## config.mk

```make
export PLATFORM = sky130hd
export DESIGN_NAME = ocl_limit
export DESIGN_NICKNAME = d
export VERILOG_FILES = /design/src/ocl_pkg.sv /design/src/ocl_limit.sv
export VERILOG_INCLUDE_DIRS = /design/src
export SDC_FILE = /design/constraint.sdc
export NUM_CORES = 1
export LEC_CHECK = 0
export ABC_AREA = 1
export BUFFER_PORTS_ARGS = -buffer_cell sky130_fd_sc_hd__buf_2
export CORE_MARGIN = 2
export CORE_UTILIZATION = 50
export DETAILED_ROUTE_END_ITERATION = 6
export PLACE_DENSITY = 0.76
export SYNTH_ARGS = -nofsm -noshare
export SYNTH_HDL_FRONTEND = slang
export SYNTH_SLANG_ARGS = --single-unit
export TNS_END_PERCENT = 5
```

## constraint.sdc

```tcl
create_clock -name clk_i -period 2.8 [get_ports clk_i]
set_input_delay 0 -clock clk_i [delete_from_list [all_inputs] [get_ports clk_i]]
set_output_delay 0 -clock clk_i [all_outputs]
set_load 0.02 [all_outputs]
```

## src/ocl_defs.svh

```systemverilog
// Constants for the overcurrent limit command logic
`ifndef OCL_DEFS_SVH
`define OCL_DEFS_SVH
`define OCL_CMD_OC_LIMIT   8'h46
`define OCL_CMD_UV_OCLIM   8'h48
`define OCL_NBINS          14
`define OCL_NBOUNDS        13
// Per-phase bin boundaries, bound i at bits [8*i +: 8]
`define OCL_PH_BOUNDS      104'h3A_35_32_2F_2A_27_25_21_1C_19_16_11_0E
// Three-phase stack boundaries
`define OCL_TRI_BOUNDS     104'hAD_9E_94_8B_7E_75_6D_62_55_4B_40_33_2A
// Threshold per bin in 0.25 A units
`define OCL_CUR_QA         112'hF0_DC_C8_C3_AF_A0_96_8C_78_69_5F_4B_3C_32
// Fixed mantissa restored from nonvolatile memory per bin
`define OCL_RESTORE_MANT   112'h3A_35_32_2F_2A_27_25_21_1C_19_16_11_0E_0C
`define OCL_MANT_RST       8'h0C
`define OCL_EXP_HALF_A     5'h01
`define OCL_EXP_ONE_A      5'h00
`define OCL_EXP_QUARTER_A  5'h1E
`define OCL_BCAST_PHASE    8'hFF
`endif

```

## src/ocl_pkg.sv

```systemverilog
// Types for the overcurrent limit command logic
package ocl_pkg;
  typedef struct packed {
    logic        valid;   // Command presented this cycle
    logic        write;   // 1 write, 0 read
    logic [7:0]  cmd;     // Command code
    logic [7:0]  phase;   // Phase field, FFh for broadcast
    logic [15:0] data;    // Write data
  } ocl_req_t;
  typedef struct packed {
    logic        valid;   // Answer present this cycle
    logic        nack;    // Write refused, or read of an unsupported code
    logic [15:0] data;    // Read data
  } ocl_resp_t;
endpackage

```

## src/ocl_limit.sv

```systemverilog
// Overcurrent limit command handling, per-phase binning and stack division
`timescale 1ns/1ps
`default_nettype none
`include "ocl_defs.svh"

// Summary of operation
// - Any written mantissa in writable bits is stored and read back unchanged.
// - Threshold comes from binning the six-bit code, 58 and above gives 60 A.
// - Restore from memory loads one fixed mantissa per supported threshold.
// - Single-device stack: changing bits 15:8 in a direct write is nacked, dropped, flags both faults.
// - Bit 7 change needs stack above 2, bit 6 above 1, else invalid.
// - Broadcast write with phase FFh is a stack level divided among phases.
// - Two phases: level plus 1, shifted right once, then per-phase binning.
// - Four phases: level plus 2, shifted right twice, then per-phase binning.
// - Three phases: stack level binned directly by its own table, 173 up is 60 A.
// - Only the primary answers a broadcast read with phase FFh.
// - Broadcast read returns own threshold times the number of stacked phases.
// - Command 48h is read only and mirrors the undervoltage limit of 44h.
// - That threshold stays relative to the voltage target in output mode units.
// - Bits 15:11 are a read-only exponent, 1 means 0.5 A, 0 means 1 A.
// - Bits 5:0 select the valley current limit threshold applied.
module ocl_limit #(
  parameter int unsigned RESTORE_BIN = 0   // Bin loaded by reset
) (
  input  wire logic           clk_i,         // 200 MHz clock
  input  wire logic           rst_i,         // Synchronous reset, active high
  input  wire logic           ce_i,          // Clock enable, freezes state when low
  input  wire ocl_pkg::ocl_req_t req_i,      // Command request
  output var ocl_pkg::ocl_resp_t resp_o,     // Command answer
  output logic                cml_set_o,     // Pulse: communication fault flag set
  output logic                ivd_set_o,     // Pulse: invalid data flag set
  input  wire logic [2:0]     stack_size_i,  // Stacked phases, 1 to 4
  input  wire logic           primary_i,     // This device is stack primary
  input  wire logic           half_amp_i,    // Exponent selects 0.5 A LSB
  input  wire logic [15:0]    uv_limit_i,    // Undervoltage limit, relative, in output mode units
  input  wire logic           restore_i,     // Restore strobe from memory
  input  wire logic [3:0]     restore_sel_i, // Supported setting to restore
  output logic [7:0]          mantissa_o,    // Stored mantissa
  output logic [3:0]          oc_bin_o,      // Selected threshold bin
  output logic [7:0]          oc_thresh_o    // Threshold in 0.25 A units
);
  import ocl_pkg::*;

  if (RESTORE_BIN >= `OCL_NBINS) begin : g_bad_restore_bin
    $error("RESTORE_BIN out of range");
  end

  // ----------------------------------------------------------------
  // Lookup helpers
  // ----------------------------------------------------------------
  function automatic logic [3:0] bin_of(input logic [7:0] lvl, input logic [103:0] tbl);
    logic [3:0] b;
    b = 4'h0;
    for (int i = 0; i < `OCL_NBOUNDS; i++) begin
      if (lvl >= tbl[8*i +: 8]) begin
        b = 4'(i + 1);
      end
    end
    return b;
  endfunction

  function automatic logic [7:0] pick(input logic [3:0] b, input logic [111:0] tbl);
    logic [7:0] v;
    v = 8'h00;
    for (int i = 0; i < `OCL_NBINS; i++) begin
      if (b == 4'(i)) begin
        v = tbl[8*i +: 8];
      end
    end
    return v;
  endfunction

  localparam logic [3:0] RST_BIN  = 4'(RESTORE_BIN);
  localparam logic [7:0] RST_MANT = pick(RST_BIN, `OCL_RESTORE_MANT);
  localparam logic [7:0] RST_THRESH = pick(RST_BIN, `OCL_CUR_QA);

  // ----------------------------------------------------------------
  // State
  // ----------------------------------------------------------------
  logic [7:0]  mant_q, mant_d;
  logic [3:0]  bin_q, bin_d;
  ocl_resp_t   resp_q, resp_d;
  logic        cml_q, cml_d;
  logic        ivd_q, ivd_d;

  logic [4:0]  exp_w;
  logic [15:0] cur_word;
  logic        is_oc;
  logic        is_bcast;
  logic        invalid;
  logic [8:0]  lvl2;
  logic [9:0]  lvl4;
  logic [3:0]  stack_bin;
  logic [10:0] total_qa;
  logic        take;
  logic [7:0]  thresh_q, thresh_d;

  // ----------------------------------------------------------------
  // Command decode and stack division
  // ----------------------------------------------------------------
  always_comb begin
    exp_w    = half_amp_i ? `OCL_EXP_HALF_A : `OCL_EXP_ONE_A;
    cur_word = {exp_w, 3'b000, mant_q};
    is_oc    = req_i.cmd == `OCL_CMD_OC_LIMIT;
    is_bcast = req_i.phase == `OCL_BCAST_PHASE;
    // Restore wins over a command in the same cycle; the command is dropped
    take     = req_i.valid && !restore_i;
    lvl2     = 9'({1'b0, req_i.data[7:0]} + 9'd1);
    lvl4     = 10'({2'b00, req_i.data[7:0]} + 10'd2);
    // Widen before the product so a full stack total does not wrap at eight bits
    total_qa = 11'(thresh_q) * 11'(stack_size_i);
    // Division among two or four phases, then per-phase binning; three phases use their own table
    case (stack_size_i)
      3'd2:    stack_bin = bin_of(lvl2[8:1], `OCL_PH_BOUNDS);
      3'd3:    stack_bin = bin_of(req_i.data[7:0], `OCL_TRI_BOUNDS);
      3'd4:    stack_bin = bin_of(lvl4[9:2], `OCL_PH_BOUNDS);
      default: stack_bin = bin_of({2'b00, req_i.data[5:0]}, `OCL_PH_BOUNDS);
    endcase
    // Exponent and reserved bits only count as a change on a lone device
    invalid = 1'b0;
    if ((stack_size_i == 3'd1) && (req_i.data[15:8] != cur_word[15:8])) begin
      invalid = 1'b1;
    end
    if ((req_i.data[7] != mant_q[7]) && !(stack_size_i > 3'd2)) begin
      invalid = 1'b1;
    end
    if ((req_i.data[6] != mant_q[6]) && !(stack_size_i > 3'd1)) begin
      invalid = 1'b1;
    end
  end

  // ----------------------------------------------------------------
  // Limit state: stored mantissa, bin and threshold
  // ----------------------------------------------------------------
  always_comb begin
    mant_d = mant_q;
    bin_d  = bin_q;
    if (restore_i) begin
      bin_d  = (restore_sel_i < 4'(`OCL_NBINS)) ? restore_sel_i : 4'(`OCL_NBINS - 1);
      mant_d = pick(bin_d, `OCL_RESTORE_MANT);
    end else if (take && req_i.write && is_oc) begin
      if (is_bcast) begin
        // Store the fixed mantissa of the per-phase bin so reads stay consistent
        bin_d  = stack_bin;
        mant_d = pick(stack_bin, `OCL_RESTORE_MANT);
      end else if (!invalid) begin
        mant_d = req_i.data[7:0];
        bin_d  = bin_of({2'b00, req_i.data[5:0]}, `OCL_PH_BOUNDS);
      end
    end
    // Looked up ahead of the register so the threshold output comes from a flip-flop
    thresh_d = pick(bin_d, `OCL_CUR_QA);
  end

  always_ff @(posedge clk_i) begin
    if (rst_i) begin
      mant_q   <= RST_MANT;
      bin_q    <= RST_BIN;
      thresh_q <= RST_THRESH;
    end else if (ce_i) begin
      mant_q   <= mant_d;
      bin_q    <= bin_d;
      thresh_q <= thresh_d;
    end
  end

  // ----------------------------------------------------------------
  // Command answer and fault flag pulses
  // ----------------------------------------------------------------
  always_comb begin
    resp_d = '0;
    cml_d  = 1'b0;
    ivd_d  = 1'b0;
    if (take && req_i.write) begin
      resp_d.valid = 1'b1;
      if (!is_oc) begin
        // 48h and any other code are not writable here
        resp_d.nack = 1'b1;
        cml_d       = 1'b1;
        ivd_d       = 1'b1;
      end else if (!is_bcast && invalid) begin
        // Broadcast writes are divided, never refused
        resp_d.nack = 1'b1;
        cml_d       = 1'b1;
        ivd_d       = 1'b1;
      end
    end else if (take) begin
      if (req_i.cmd == `OCL_CMD_UV_OCLIM) begin
        resp_d.valid = 1'b1;
        resp_d.data  = uv_limit_i;
      end else if (is_oc && is_bcast) begin
        // Secondaries stay silent on a broadcast read
        resp_d.valid = primary_i;
        resp_d.data  = primary_i ? {`OCL_EXP_QUARTER_A, total_qa} : 16'h0000;
      end else if (is_oc) begin
        resp_d.valid = 1'b1;
        resp_d.data  = cur_word;
      end else begin
        resp_d.valid = 1'b1;
        resp_d.nack  = 1'b1;
      end
    end
  end

  always_ff @(posedge clk_i) begin
    if (rst_i) begin
      resp_q <= '0;
      cml_q  <= 1'b0;
      ivd_q  <= 1'b0;
    end else if (ce_i) begin
      resp_q <= resp_d;
      cml_q  <= cml_d;
      ivd_q  <= ivd_d;
    end
  end

  assign resp_o      = resp_q;
  assign cml_set_o   = cml_q;
  assign ivd_set_o   = ivd_q;
  assign mantissa_o  = mant_q;
  assign oc_bin_o    = bin_q;
  assign oc_thresh_o = thresh_q;

endmodule // ocl_limit
`default_nettype wire

```

==> results of run 1 <==
## cells in the mapped netlist, types with 3 or more instances
master and count:
sky130_fd_sc_hd__o21ai_1 6, sky130_fd_sc_hd__nand2_4 5, sky130_fd_sc_hd__nor2_1 60, sky130_fd_sc_hd__o21ai_2 4, sky130_fd_sc_hd__xnor2_1 4, sky130_fd_sc_hd__o221ai_1 4
sky130_fd_sc_hd__nor2_2 7, sky130_fd_sc_hd__inv_2 18, sky130_fd_sc_hd__inv_1 89, sky130_fd_sc_hd__nand4_1 6, sky130_fd_sc_hd__nor3_1 16, sky130_fd_sc_hd__ha_1 18
sky130_fd_sc_hd__nor4_1 4, sky130_fd_sc_hd__o21ai_0 57, sky130_fd_sc_hd__buf_2 7, sky130_fd_sc_hd__nand2_2 21, sky130_fd_sc_hd__a21oi_2 4, sky130_fd_sc_hd__nand2_1 236
sky130_fd_sc_hd__nand3_2 4, sky130_fd_sc_hd__nand3_1 37, sky130_fd_sc_hd__buf_4 4, sky130_fd_sc_hd__clkbuf_1 15, sky130_fd_sc_hd__xor2_1 4, sky130_fd_sc_hd__a31oi_1 12
sky130_fd_sc_hd__dfxtp_1 39, sky130_fd_sc_hd__fa_1 7, sky130_fd_sc_hd__a21oi_1 67, sky130_fd_sc_hd__o211ai_1 11, sky130_fd_sc_hd__o31ai_1 3, sky130_fd_sc_hd__nor2_4 5
## worst max-delay path, cell delays in order (launching register included)
cell	delay [ns]
sky130_fd_sc_hd__dfxtp_2	0.35
sky130_fd_sc_hd__nand2_2	0.06
sky130_fd_sc_hd__fa_1	0.56
sky130_fd_sc_hd__inv_2	0.06
sky130_fd_sc_hd__ha_4	0.22
sky130_fd_sc_hd__a21oi_2	0.10
sky130_fd_sc_hd__inv_1	0.05
sky130_fd_sc_hd__a31oi_2	0.16
sky130_fd_sc_hd__nor2_1	0.08
sky130_fd_sc_hd__nor2_1	0.10
sky130_fd_sc_hd__nor2_1	0.06
sky130_fd_sc_hd__nor2_1	0.10
sky130_fd_sc_hd__nor2_1	0.06
sky130_fd_sc_hd__o21ai_1	0.12
sky130_fd_sc_hd__nand2_1	0.10
sky130_fd_sc_hd__xnor2_2	0.16
sky130_fd_sc_hd__o21ai_1	0.15
sky130_fd_sc_hd__nand2_1	0.07
sky130_fd_sc_hd__a21oi_1	0.13
## placed cells by master (no fill, tap or decap), types with 5 or more instances in the layout
master,Yosys,routed
sky130_fd_sc_hd__a21oi_1,67,66
sky130_fd_sc_hd__a21oi_2,4,5
sky130_fd_sc_hd__a31oi_1,12,11
sky130_fd_sc_hd__buf_2,7,102
sky130_fd_sc_hd__buf_4,4,73
sky130_fd_sc_hd__clkbuf_8,0,5
sky130_fd_sc_hd__dfxtp_1,39,34
sky130_fd_sc_hd__fa_1,7,6
sky130_fd_sc_hd__ha_1,18,15
sky130_fd_sc_hd__inv_1,89,87
sky130_fd_sc_hd__inv_2,18,20
sky130_fd_sc_hd__nand2_1,236,233
sky130_fd_sc_hd__nand2_2,21,24
sky130_fd_sc_hd__nand2_4,5,5
sky130_fd_sc_hd__nand3_1,37,37
sky130_fd_sc_hd__nand4_1,6,6
sky130_fd_sc_hd__nor2_1,60,60
sky130_fd_sc_hd__nor2_2,7,7
sky130_fd_sc_hd__nor2_4,5,5
sky130_fd_sc_hd__nor3_1,16,16
sky130_fd_sc_hd__o211ai_1,11,11
sky130_fd_sc_hd__o21ai_0,57,53
sky130_fd_sc_hd__o21ai_1,6,9
sky130_fd_sc_hd__o21ai_2,4,5
## cell type report
cell class                 count  area, um2  area share [%]
clock buffer                   6      72.57           1.209
timing repair buffer         178       1090           18.15
inverter                     109      409.1           6.814
tap                          111      138.9           2.313
clock inverter                 2      60.06           1.000
sequential                    39      789.5           13.15
multi-input combinational    626       3445           57.37
## path summary, 6_finish.rpt
path,start,end
setup / recovery,oc_thresh_o[4],resp_o[9]
hold / removal,uv_limit_i[12],resp_o[12]
setup reg to reg,oc_thresh_o[4],resp_o[9]
hold reg to reg,resp_o[15],resp_o[15]
## cell families after synthesis
logic type / share of synthesized area, %
adders and majority gates: 7.789
buffers and inverters: 11.31
and+or+nand+nor: 38.22
DFF: 16.64
xor gates and xnor gates: 1.840
muxes: 0.2134
AOI/OAI and AO/OA: 23.98
## routing by layer
layer / track usage [%] / vias up / share of wire, %
met5: 0 / - / 0
met4: 7.060 / 0 / 2.0
met3: 4.161 / 30 / 8.6
met2: 49.23 / 247 / 47
met1: 39.99 / 2602 / 43
li1: - / 2944 / -
## state kept, by name, summed over array words and instances (netlist names)
signal,count
mantissa_o,8
ivd_set_o,1
oc_thresh_o,8
oc_bin_o,4
resp_o,18
## where the power goes
group | internal, mW | switching [mW] | leakage [nW]
Sequential | 0.578 | 0.0251 | 0.320
Combinational | 0.338 | 0.526 | 2.73
Clock | 0.356 | 0.202 | 0.0654
Total | 1.27 | 0.753 | 3.12
## what timing repair did
| item | 4_1_cts | 5_1_grt |
|---|---|---|
| gates resized for setup | 3 | 20 |
| hold buffers | 2 | 0 |
| pin swaps | 1 | 15 |
| endpoints found under the hold margin | 2 | 0 |
| buffers inserted | 1 | 2 |
| setup endpoints to repair | 1 | 10 |
==> metrics list, run 1 <==
- In this run the mean area of a mapped cell was 5.863 um2.
- The number of global-route vias before repair was 5172.
- Number of antenna diodes: 0
* Maximum frequency from static timing analysis: 0.3618 GHz
- After layout, the minimum clock period comes to 2.764 ns.
* Violated checks: hold timing
- Arrival time of data at the critical path endpoint: 3.00 ns
- On the final layout, the worst hold slack is -0.005421 ns.
- The number of hold violations in the final report came to 1.
- Area Growth Syn to Fin: 28.01%
- Placer Congestion: 0.9807
- Top_reg_cell synth: sky130_fd_sc_hd__dfxtp_1
- Entering global routing, the biggest net connects 32 pins.
- The number of different library cells used by synthesis comes to 49.
- At the pin with the least slew margin, the transition time is 0.6304 ns.
- The first detailed-routing pass ran for 6 iterations.
- Largest fanout on the critical path: 2
- Top cell type's share of synthesized area: 18.89%
* Clock tree root buffer cell: sky130_fd_sc_hd__clkbuf_8
* Die Wd: 100.9 um
- The total area inside the core boundary comes to 9153 um2.
- Non-filler instance count after layout: 1071
- At the worst endpoint, the required time is 3.04 ns.
* Number of inserted filler cells in the final layout: 902
- Global route overflow: 0
- Total via count in the routed design: 5823
* Remaining antenna violation count after routing: 0
- Setup slack closes at 0.03599 ns.
- Power consumption: 2.026 mW
- For this design the ratio of total power to cell area is 337.4 nW/um2.
* DR vias/cell: 5.437
- Sorting the synthesized cells by area gives the leading types as sky130_fd_sc_hd__nand2_1, sky130_fd_sc_hd__dfxtp_1, sky130_fd_sc_hd__a21oi_1, sky130_fd_sc_hd__inv_1, sky130_fd_sc_hd__o21ai_0.
* Final Skew: 0.01095 ns
* Max-slew violations: 0
- Number of violations of the max-capacitance limit: 0
* Number of buffers added on ports: 102
* Number of instances in the synthesized netlist: 800
* Leakage power of the design: 3.116 nW
- Worst Setup Slack post-DPL: -0.06011 ns
- For the worst-skew pair, the clock arrives at the later sink with an insertion delay of 0.30 ns.
* Maximum count of clock buffers along a single path: 2
- DIE AREA: 10170 um2
- Syn_nets: 888
- Sequential element share of the synthesized area: 16.64%
* Post-synth top area cell: sky130_fd_sc_hd__nand2_1
- Of the available clock period, the critical path in the final layout requires 98.71%.
- Counting flops with a built-in enable in the synthesized netlist gives 0.
- Maximum vdd drop: 210.5 uV
- Final #Nets: 1047
* Post-route core utilization: 65.60%
- In the final routed layout, each cell accounts on average for 13.93 um.
- The worst hold path passes through 3 cells.
- In this run the cell area measured after placement is 5761 um2.
- Class of the tightest hold or removal check: input port to register
- The floorplan has 35 rows.
- The worst setup path is launched from a register.
- In the final layout, the share of cells above drive strength 1 is 28.65%.
* Crit. End Element: register
- Clock tree synthesis inserted a total of 5 buffers.
- After detailed routing, the total wire length is 14920 um.
* Setup slack, reg-to-reg: 0.04 ns
- Outcome: complete, but fails checks
* Chip Height: 100.9 um
- The critical path is of the register to register type.
* Setup-failing EPs final: 0
- HPWL after detailed placement: 12050 um
* Mapped cell area: 4691 um2
* Proportion of synthesized flip-flops having asynchronous set or reset: 0%
- Initial core utilization: 51.25%
- For this design, the sink count on the clock tree is 39.
- Design area: 6005 um2
* CTS tree: yes
- Logic depth of the worst register-to-register path: 18
- Clock-pin slew was measured on the worst setup and hold paths at 0.08 ns.
- Adding up every negative setup slack in the final design gives 0 ns.
* Top-level I/O count: 103
- Across every metal layer, demand over resource in global routing totals 29.43%.
- In this run the number of H-tree levels came out at 2.
* Number of warnings printed during yosys synthesis: 0
- After detailed routing, the number of remaining DRC violations is 0.
- Flip-flop and latch count after synthesis: 39
- Placed insts: 1058
- In this run, the number of DRC markers left after iteration 0 of detailed routing was 335.
* Slew margin rel.: 57.97%
- The number of antenna violations at the first check in global routing came to 0.
* Setup repair after global routing missed its margin: true
* Global-route wire length before repair: 24010 um
Note: power is estimated with default switching activity, not from simulation.
==> run 2, diff against run 1 <==
--- a/config.mk
+++ b/config.mk
@@ -11,7 +11,8 @@
 export CORE_MARGIN = 2
 export CORE_UTILIZATION = 50
 export DETAILED_ROUTE_END_ITERATION = 6
-export PLACE_DENSITY = 0.76
+export HOLD_SLACK_MARGIN = 0.03
+export PLACE_DENSITY_LB_ADDON = 0.15
 export SYNTH_ARGS = -nofsm -noshare
 export SYNTH_HDL_FRONTEND = slang
 export SYNTH_SLANG_ARGS = --single-unit
==> metrics list, run 2 (synthesis gave the netlist of run 1 again) <==
* Outcome: completed
- Largest fanout on the critical path: 2 (unchanged)
- Endpoints failing hold: 0 (-1)
* DR vias/cell: 5.562 (+2.3%)
- The length in cells of the worst reg-to-reg path came to 19 (+1).
- The clock input transition at the sequential cells of the worst setup and hold paths was 0.08 ns (about the same).
- The arrival time at the worst endpoint came to 3.02 ns (+0.02 ns).
- The minimum clock period came to 2.797 ns (+0.03270 ns).
- Leakage power of the design: 3.242 nW (+4.0%)
- Among the stages of the critical path, the cell type that occurs most often is sky130_fd_sc_hd__nor2_1.
- The routed wire length on met3 came to 1533 um (+20%).
- TritonCTS built the clock tree.
* All-Layer GR Usage: 32.41% (+3.0 points)
- Global route overflow: 0 (unchanged)
- The internal cell power came to 1.227 mW (-3.6%).
- The number of buffers inserted during clock tree synthesis is 5 (unchanged).
- Fraction of final layout cells with drive strength greater than 1: 30.63% (+2.0 points)
- Total via count in the routed design: 6102 (+4.8%)
* Top-level I/O count: 103 (unchanged)
- Total power density per cell area: 323.2 nW/um2 (-4.2%)
* Final Skew: 0.006216 ns (-0.004732 ns)
- Longest individual stage delay on the worst path: 0.50 ns (-0.06 ns)
- Pin count of the biggest net entering global routing: 32 (unchanged)
- The deepest clock path buffer count came to 2 (unchanged).
- Die Wd: 100.9 um (unchanged)
* End of the critical path: resp_o[9]
- The max-slew violation count came to 0 (unchanged).
* Crit. End Element: register
- Setup slack, reg-to-reg: 0.003 ns (-0.03 ns)
- Number of flip-flops under the largest register name: 18 (unchanged)
- The max-cap check violation count came to 0 (unchanged).
- Power consumption: 2.014 mW (-0.58%)
- Setup Crit Path Kind: register to register
- In the layout the commonest cells are sky130_fd_sc_hd__nand2_1, sky130_fd_sc_hd__buf_2, sky130_fd_sc_hd__buf_4.
- Uppermost routed layer: met4
- Crit path max-delay cell type: sky130_fd_sc_hd__fa_1
- Number of inserted filler cells in the final layout: 803 (-11%)
- The number of diodes is 0 (unchanged).
* Maximum frequency from static timing analysis: 0.3576 GHz (-1.2%)
- Metal-1 WL: 7335 um (+15%)
* DIE AREA: 10170 um2 (unchanged)
- Global-route wire length before repair: 26620 um (+11%)
* Placement row count: 35 (unchanged)
* Clock tree root buffer cell: sky130_fd_sc_hd__clkbuf_8
* Initial antenna violation count: 0 (unchanged)
- The met2 wirelength from detailed routing is 7515 um (+8.1%).
- In this run the critical register-to-register path is captured at resp_o[9].
- The period utilization came to 99.88% (+1.2 points).
* Slew at the pin closest to its max-slew limit: 0.6535 ns (+0.02312 ns)
- The power share of the combinational group came to 45.5% (+2.8 points).
- Initial core utilization: 51.25% (unchanged)
- Clock sinks: 39 (unchanged)
* Area Growth Syn to Fin: 32.84%
- Clock latency of the later-clocked register in the worst-skew pair: 0.29 ns (about the same)
- The worst vdd rail ir drop came to 226.7 uV (+7.7%).
- The library cell used most frequently in the layout, excluding fill and tap cells, is sky130_fd_sc_hd__nand2_1.
* Worst reg2reg path startpoint: oc_thresh_o[3]
* Core box area: 9153 um2 (unchanged)
- The combined area of the multi-input logic cells is 3475 um2 (+0.87%).
- The relative contribution of the clock network to total power was 24.5% (-3.1 points).
* Critical-path cell list: buf_4 -> nand2_2 -> fa_1 -> inv_1 -> ha_4 -> a21oi_2 -> inv_2 -> a31oi_4 -> nor2_2 -> nor2_1 -> nor2_1 -> nor2_1 -> nor2_1 -> o21ai_1 -> nand2_1 -> xnor2_2 -> o21ai_1 -> nand2_1 -> a21oi_1
* Chip Height: 100.9 um (unchanged)
* Slew margin rel.: 56.43% (-1.5 points)
- The half-perimeter wire length of the detailed placement result came to 13070 um (+8.5%).
* First drt pass iteration count: 6 (unchanged)
* Switching power: 787.1 uW (+4.5%)
* Vias in the first global route: 5518 (+6.7%)
* Post-Route WL: 16740 um (+12%)
- The violation count after the first detailed-routing iteration was 530 (+58%).
- The data required time of the critical path came to 3.02 ns (-0.02 ns).
- The last weighted congestion value of the routability-driven placer was 1.002 (+2.1%).
- The register cell area after layout came to 788.3 um2 (-0.16%).
- The tightest min-delay check is of the input port to register type.
* Post-route DRC violation count: 0 (unchanged)
- Average wire length per cell after detail routing: 15.26 um (+9.5%)
- The final standard cell utilization of the core is 68.08% (+2.5 points).
- Fraction of power consumed by sequential logic: 30.0% (+0.2 points)
- The critical path starts at oc_thresh_o[3].
- The final count of negative-setup-slack endpoints came to 0 (unchanged).
- Switching power share of the total: 39.08% (+1.9 points)
- The net count reported at finish came to 1073 (+2.5%).
- Setup repair after global routing could not meet its margin everywhere.
* Deepest level of the CTS H-tree: 2 (unchanged)
- The worst setup path is launched from a register.
- The final antenna-violating net count is 0 (unchanged).
* Number of buffers added on ports: 102 (unchanged)
[run 2: worst min path at each step]
stage / start / to / slack, ns / depth (start not counted)
floorplan: rst_i / mantissa_o[2] / 0.17 / 2
global placement: uv_limit_i[14] / resp_o[14] / 0.29 / 3
detailed placement: uv_limit_i[13] / resp_o[13] / 0.31 / 3
CTS: uv_limit_i[5] / resp_o[5] / 0.04 / 3
global route: uv_limit_i[5] / resp_o[5] / 0.04 / 3
finish: uv_limit_i[6] / resp_o[6] / 0.04 / 3
[run 2: power groups by stage]
stage          clock network, mW  logic (mW)  registers, mW
4_1_cts                    0.498       0.874          0.603
6_report                   0.494       0.915          0.605
2_1_floorplan                  0       0.497          0.637
3_3_place_gp                   0       0.829          0.615
3_5_place_dp                   0       0.841          0.616
5_1_grt                    0.515        1.01          0.606
[run 2: final cells by class]
type	instances	share of cell area (%)
multi-input cells	626	55.76
clock inverters	2	0.5622
repair buffers	204	20.90
clock buffers	6	1.325
flip-flops and latches	39	12.65
inverters	109	6.566
well taps	111	2.229
[run 2: metal layers]
layer,up-vias,GRT usage (%)
met2,313,51.74
met5,-,0
met3,41,4.508
met4,0,7.692
met1,2740,46.12
li1,3008,-
[run 2: repair_timing]
action	CTS	global route
resized for setup	17	15
hold buffers	9	0
hold endpoints to repair	8	0
setup buffers	5	4
endpoints found under the setup margin	4	8
pin swaps	11	11
[run 2: critical path, delay by kind of cell (launching register included)]
family,cells,cell delay (ns)
AOI/OAI and AO/OA,5,0.70
and+or+nand+nor,8,0.57
DFF,1,0.35
buffers and inverters,3,0.24
xor gates and xnor gates,1,0.15
adders and majority gates,2,0.72
[run 2: through the flow]
step | hold WS [ns] | cells | cell area, um2 | setup TNS, ns | worst slack (ns)
after floorplan | 0.1671 | 800 | 4693 | -0.002496 | -0.002496
after global placement | 0.2852 | 1071 | 5858 | -0.2738 | -0.1592
after detailed placement | 0.3132 | 1071 | 5858 | -0.4959 | -0.2016
after CTS | 0.04318 | 1093 | 6155 | -0.02621 | -0.01903
after global routing | 0.04331 | 1097 | 6231 | -0.5806 | -0.1497
final | 0.03550 | 1097 | 6231 | 0 | 0.003294
==> run 3, diff against run 2 <==
--- a/config.mk
+++ b/config.mk
@@ -8,11 +8,13 @@
 export LEC_CHECK = 0
 export ABC_AREA = 1
 export BUFFER_PORTS_ARGS = -buffer_cell sky130_fd_sc_hd__buf_2
+export CORE_ASPECT_RATIO = 0.8
 export CORE_MARGIN = 2
 export CORE_UTILIZATION = 50
 export DETAILED_ROUTE_END_ITERATION = 6
 export HOLD_SLACK_MARGIN = 0.03
 export PLACE_DENSITY_LB_ADDON = 0.15
+export SETUP_SLACK_MARGIN = 0.02
 export SYNTH_ARGS = -nofsm -noshare
 export SYNTH_HDL_FRONTEND = slang
 export SYNTH_SLANG_ARGS = --single-unit
==> metrics list, run 3 (synthesis gave the netlist of run 1 again) <==
- The run finished with clean final reports.
- The relative slew slack was 57.79% (+1.4 points).
- The deepest clock path buffer count was 2 (unchanged).
* Area of the multi-input gates: 3455 um2 (-0.58%)
- Number of violations of the max-capacitance limit: 0 (unchanged)
- CTS tree: yes
* Worst reg2reg path startpoint: oc_thresh_o[2]
* Area occupied by registers: 793.3 um2 (+0.63%)
* Setup-failing EPs final: 0 (unchanged)
- The worst-skew pair later-pin latency was 0.28 ns (about the same).
* Setup repair after global routing missed its margin: true
- Fraction of final layout cells with drive strength greater than 1: 29.71% (-0.92 points)
- Leakage power of the design: 3.201 nW (-1.3%)
- Total via count in the routed design: 6224 (+2.0%)
- Largest fanout on the critical path: 4 (+2)
- Clock tree root buffer cell: sky130_fd_sc_hd__clkbuf_16
- Leaving out fill and tap cells, the most frequent cell in the layout is sky130_fd_sc_hd__nand2_1.
- The worst setup path is launched from a register.
- The starting density of the core came to 51.68% (+0.43 points).
- The period utilization was 99.75% (-0.14 points).
- Number of inserted filler cells in the final layout: 852 (+6.1%)
- The number of cells traversed by the worst hold path was 3 (unchanged).
- The first-pass GRT wire length is 27900 um (+4.8%).
- The number of placed instances with taps included is 1076 (+0.47%).
* HPWL after detailed placement: 13890 um (+6.2%)
* Maximum vdd drop: 314.4 uV (+39%)
- The path with the worst hold slack has its endpoint at resp_o[12].
- The clock input transition at the sequential cells of the worst setup and hold paths is 0.06 ns (-0.02 ns).
- The number of clock sinks was 39 (unchanged).
* Hold Startpoint: uv_limit_i[12]
- Pin count of the biggest net entering global routing: 32 (unchanged)
- Reg2Reg Capture Point: resp_o[9]
* Final #Nets: 1063 (-0.93%)
- Chip Height: 90.63 um (-10%)
- Placer Congestion: 0.9839 (-1.8%)
* Core box area: 9076 um2 (-0.83%)
* Number of buffers added on ports: 102 (unchanged)
- The number of top-level design ports is 103 (unchanged).
* DIE AREA: 10180 um2 (about the same)
* Total power density per cell area: 335.9 nW/um2 (+3.9%)
* Non-filler instance count after layout: 1091 (-0.55%)
* First drt pass iteration count: 6 (unchanged)
- Area Growth Syn to Fin: 31.37%
* Setup slack, reg-to-reg: 0.007 ns (about the same)
- Post-route DRC violation count: 0 (unchanged)
* Vias in the first global route: 5671 (+2.8%)
* Crit. End Element: register
* Required arrival time at the worst endpoint: 3.01 ns (about the same)
* Placement row count: 31 (-11%)
- Number of flip-flops under the largest register name: 18 (unchanged)
* Initial drt markers: 657 (+24%)
- Arrival time of data at the critical path endpoint: 3.01 ns (about the same)
* Slew at the pin closest to its max-slew limit: 0.6332 ns (-0.02033 ns)
* Max-slew violations: 0 (unchanged)
* Global route overflow: 0 (unchanged)
- The length in cells of the worst reg-to-reg path is 18 (-1).
* Number of buffers added by the clock tree synthesis step: 5 (unchanged)
- All-Layer GR Usage: 33.62% (+1.2 points)
* Remaining antenna violation count after routing: 0 (unchanged)
* Final period demand of the worst path: 2.793 ns (-0.003828 ns)
* Die Wd: 112.3 um (+11%)
- Top library cells by usage in the layout, fill and taps aside: sky130_fd_sc_hd__nand2_1, sky130_fd_sc_hd__buf_2, sky130_fd_sc_hd__inv_1, sky130_fd_sc_hd__buf_4, sky130_fd_sc_hd__a21oi_1
- Class of the tightest hold or removal check: input port to register
- The number of antenna violations at the first check in global routing is 0 (unchanged).
* Setup Crit Path Kind: register to register
- The largest clock skew in the final design came to 0.002636 ns (-0.003580 ns).
- Post-Route WL: 17370 um (+3.7%)
- The wire length per cell came to 15.92 um (+4.3%).
- Maximum frequency from static timing analysis: 0.3581 GHz (+0.14%)
* Deepest level of the CTS H-tree: 2 (unchanged)
* Endpoints failing hold: 0 (unchanged)
- The via count normalized by instance count is 5.705 (+2.6%).
- The post-place instance area came to 5884 um2 (+0.45%).
* Design area: 6162 um2 (-1.1%)
- Number of antenna diodes: 0 (unchanged)
-- run 3: how the worst max path moves through the flow --
stage	startpoint	end	slack, ns	cells past startpoint
6_report	oc_thresh_o[2]	resp_o[9]	0.007	18
5_1_grt	oc_thresh_o[2]	resp_o[9]	-0.21	18
4_1_cts	oc_thresh_o[2]	resp_o[10]	0.0008	17
3_5_place_dp	oc_thresh_o[1]	resp_o[10]	-0.15	17
3_3_place_gp	oc_thresh_o[3]	resp_o[9]	-0.10	18
2_1_floorplan	oc_thresh_o[3]	resp_o[9]	0.008	18
-- run 3: layout make-up --
cell class,count,area share (%)
well taps,115,2.335
inverters,109,6.640
multi-input cells,626,56.06
clock inverters,1,0.08122
repair buffers,194,19.86
clock buffers,7,2.152
flip-flops and latches,39,12.87
-- run 3: layer usage --
layer  GRT usage (%)  wire length [um]
met1           50.08              7921
met2           50.65              7452
met3           5.906              1762
met4           7.215               231
met5               0                 0
-- run 3: what timing repair did --
| action | 4_1_cts | 5_1_grt |
|---|---|---|
| endpoints found under the hold margin | 4 | 0 |
| pin swaps | 9 | 9 |
| resized for setup | 16 | 17 |
| setup endpoints to repair | 4 | 17 |
| hold buffers | 4 | 0 |
| setup buffers | 1 | 2 |
-- run 3: stage by stage --
stage          power, mW  hold WS, ns  util (%)  setup WS [ns]  setup TNS [ns]
6_report           2.070      0.02763     67.89       0.007122               0
5_1_grt            2.185      0.05450     67.89        -0.2137          -1.498
2_1_floorplan      1.134       0.1671         -       0.008272               0
3_3_place_gp       1.455       0.2902     64.83        -0.1049         -0.1654
3_5_place_dp       1.475       0.3110     64.83        -0.1521         -0.6538
4_1_cts            2.032      0.03025     67.26      0.0008429               0
-- run 3: worst max-delay path, cell delays in order (launching register included) --
cell and delay (ns):
sky130_fd_sc_hd__dfxtp_4 0.38, sky130_fd_sc_hd__nand2_1 0.08, sky130_fd_sc_hd__fa_1 0.54, sky130_fd_sc_hd__inv_1 0.07, sky130_fd_sc_hd__ha_4 0.24, sky130_fd_sc_hd__a21oi_2 0.12
sky130_fd_sc_hd__inv_1 0.05, sky130_fd_sc_hd__a31oi_1 0.18, sky130_fd_sc_hd__nor2_1 0.09, sky130_fd_sc_hd__nor2_1 0.09, sky130_fd_sc_hd__nor2_1 0.06, sky130_fd_sc_hd__nor2_1 0.08
sky130_fd_sc_hd__nor2_1 0.06, sky130_fd_sc_hd__o21ai_1 0.13, sky130_fd_sc_hd__nand2_1 0.11, sky130_fd_sc_hd__xnor2_2 0.15, sky130_fd_sc_hd__o21ai_1 0.12, sky130_fd_sc_hd__nand2_1 0.06
sky130_fd_sc_hd__a21oi_1 0.11
-- run 3: power breakdown --
group,internal (mW),leakage [nW],switching (mW)
Sequential,0.579,0.320,0.0298
Clock,0.329,0.0679,0.218
Combinational,0.355,2.81,0.560
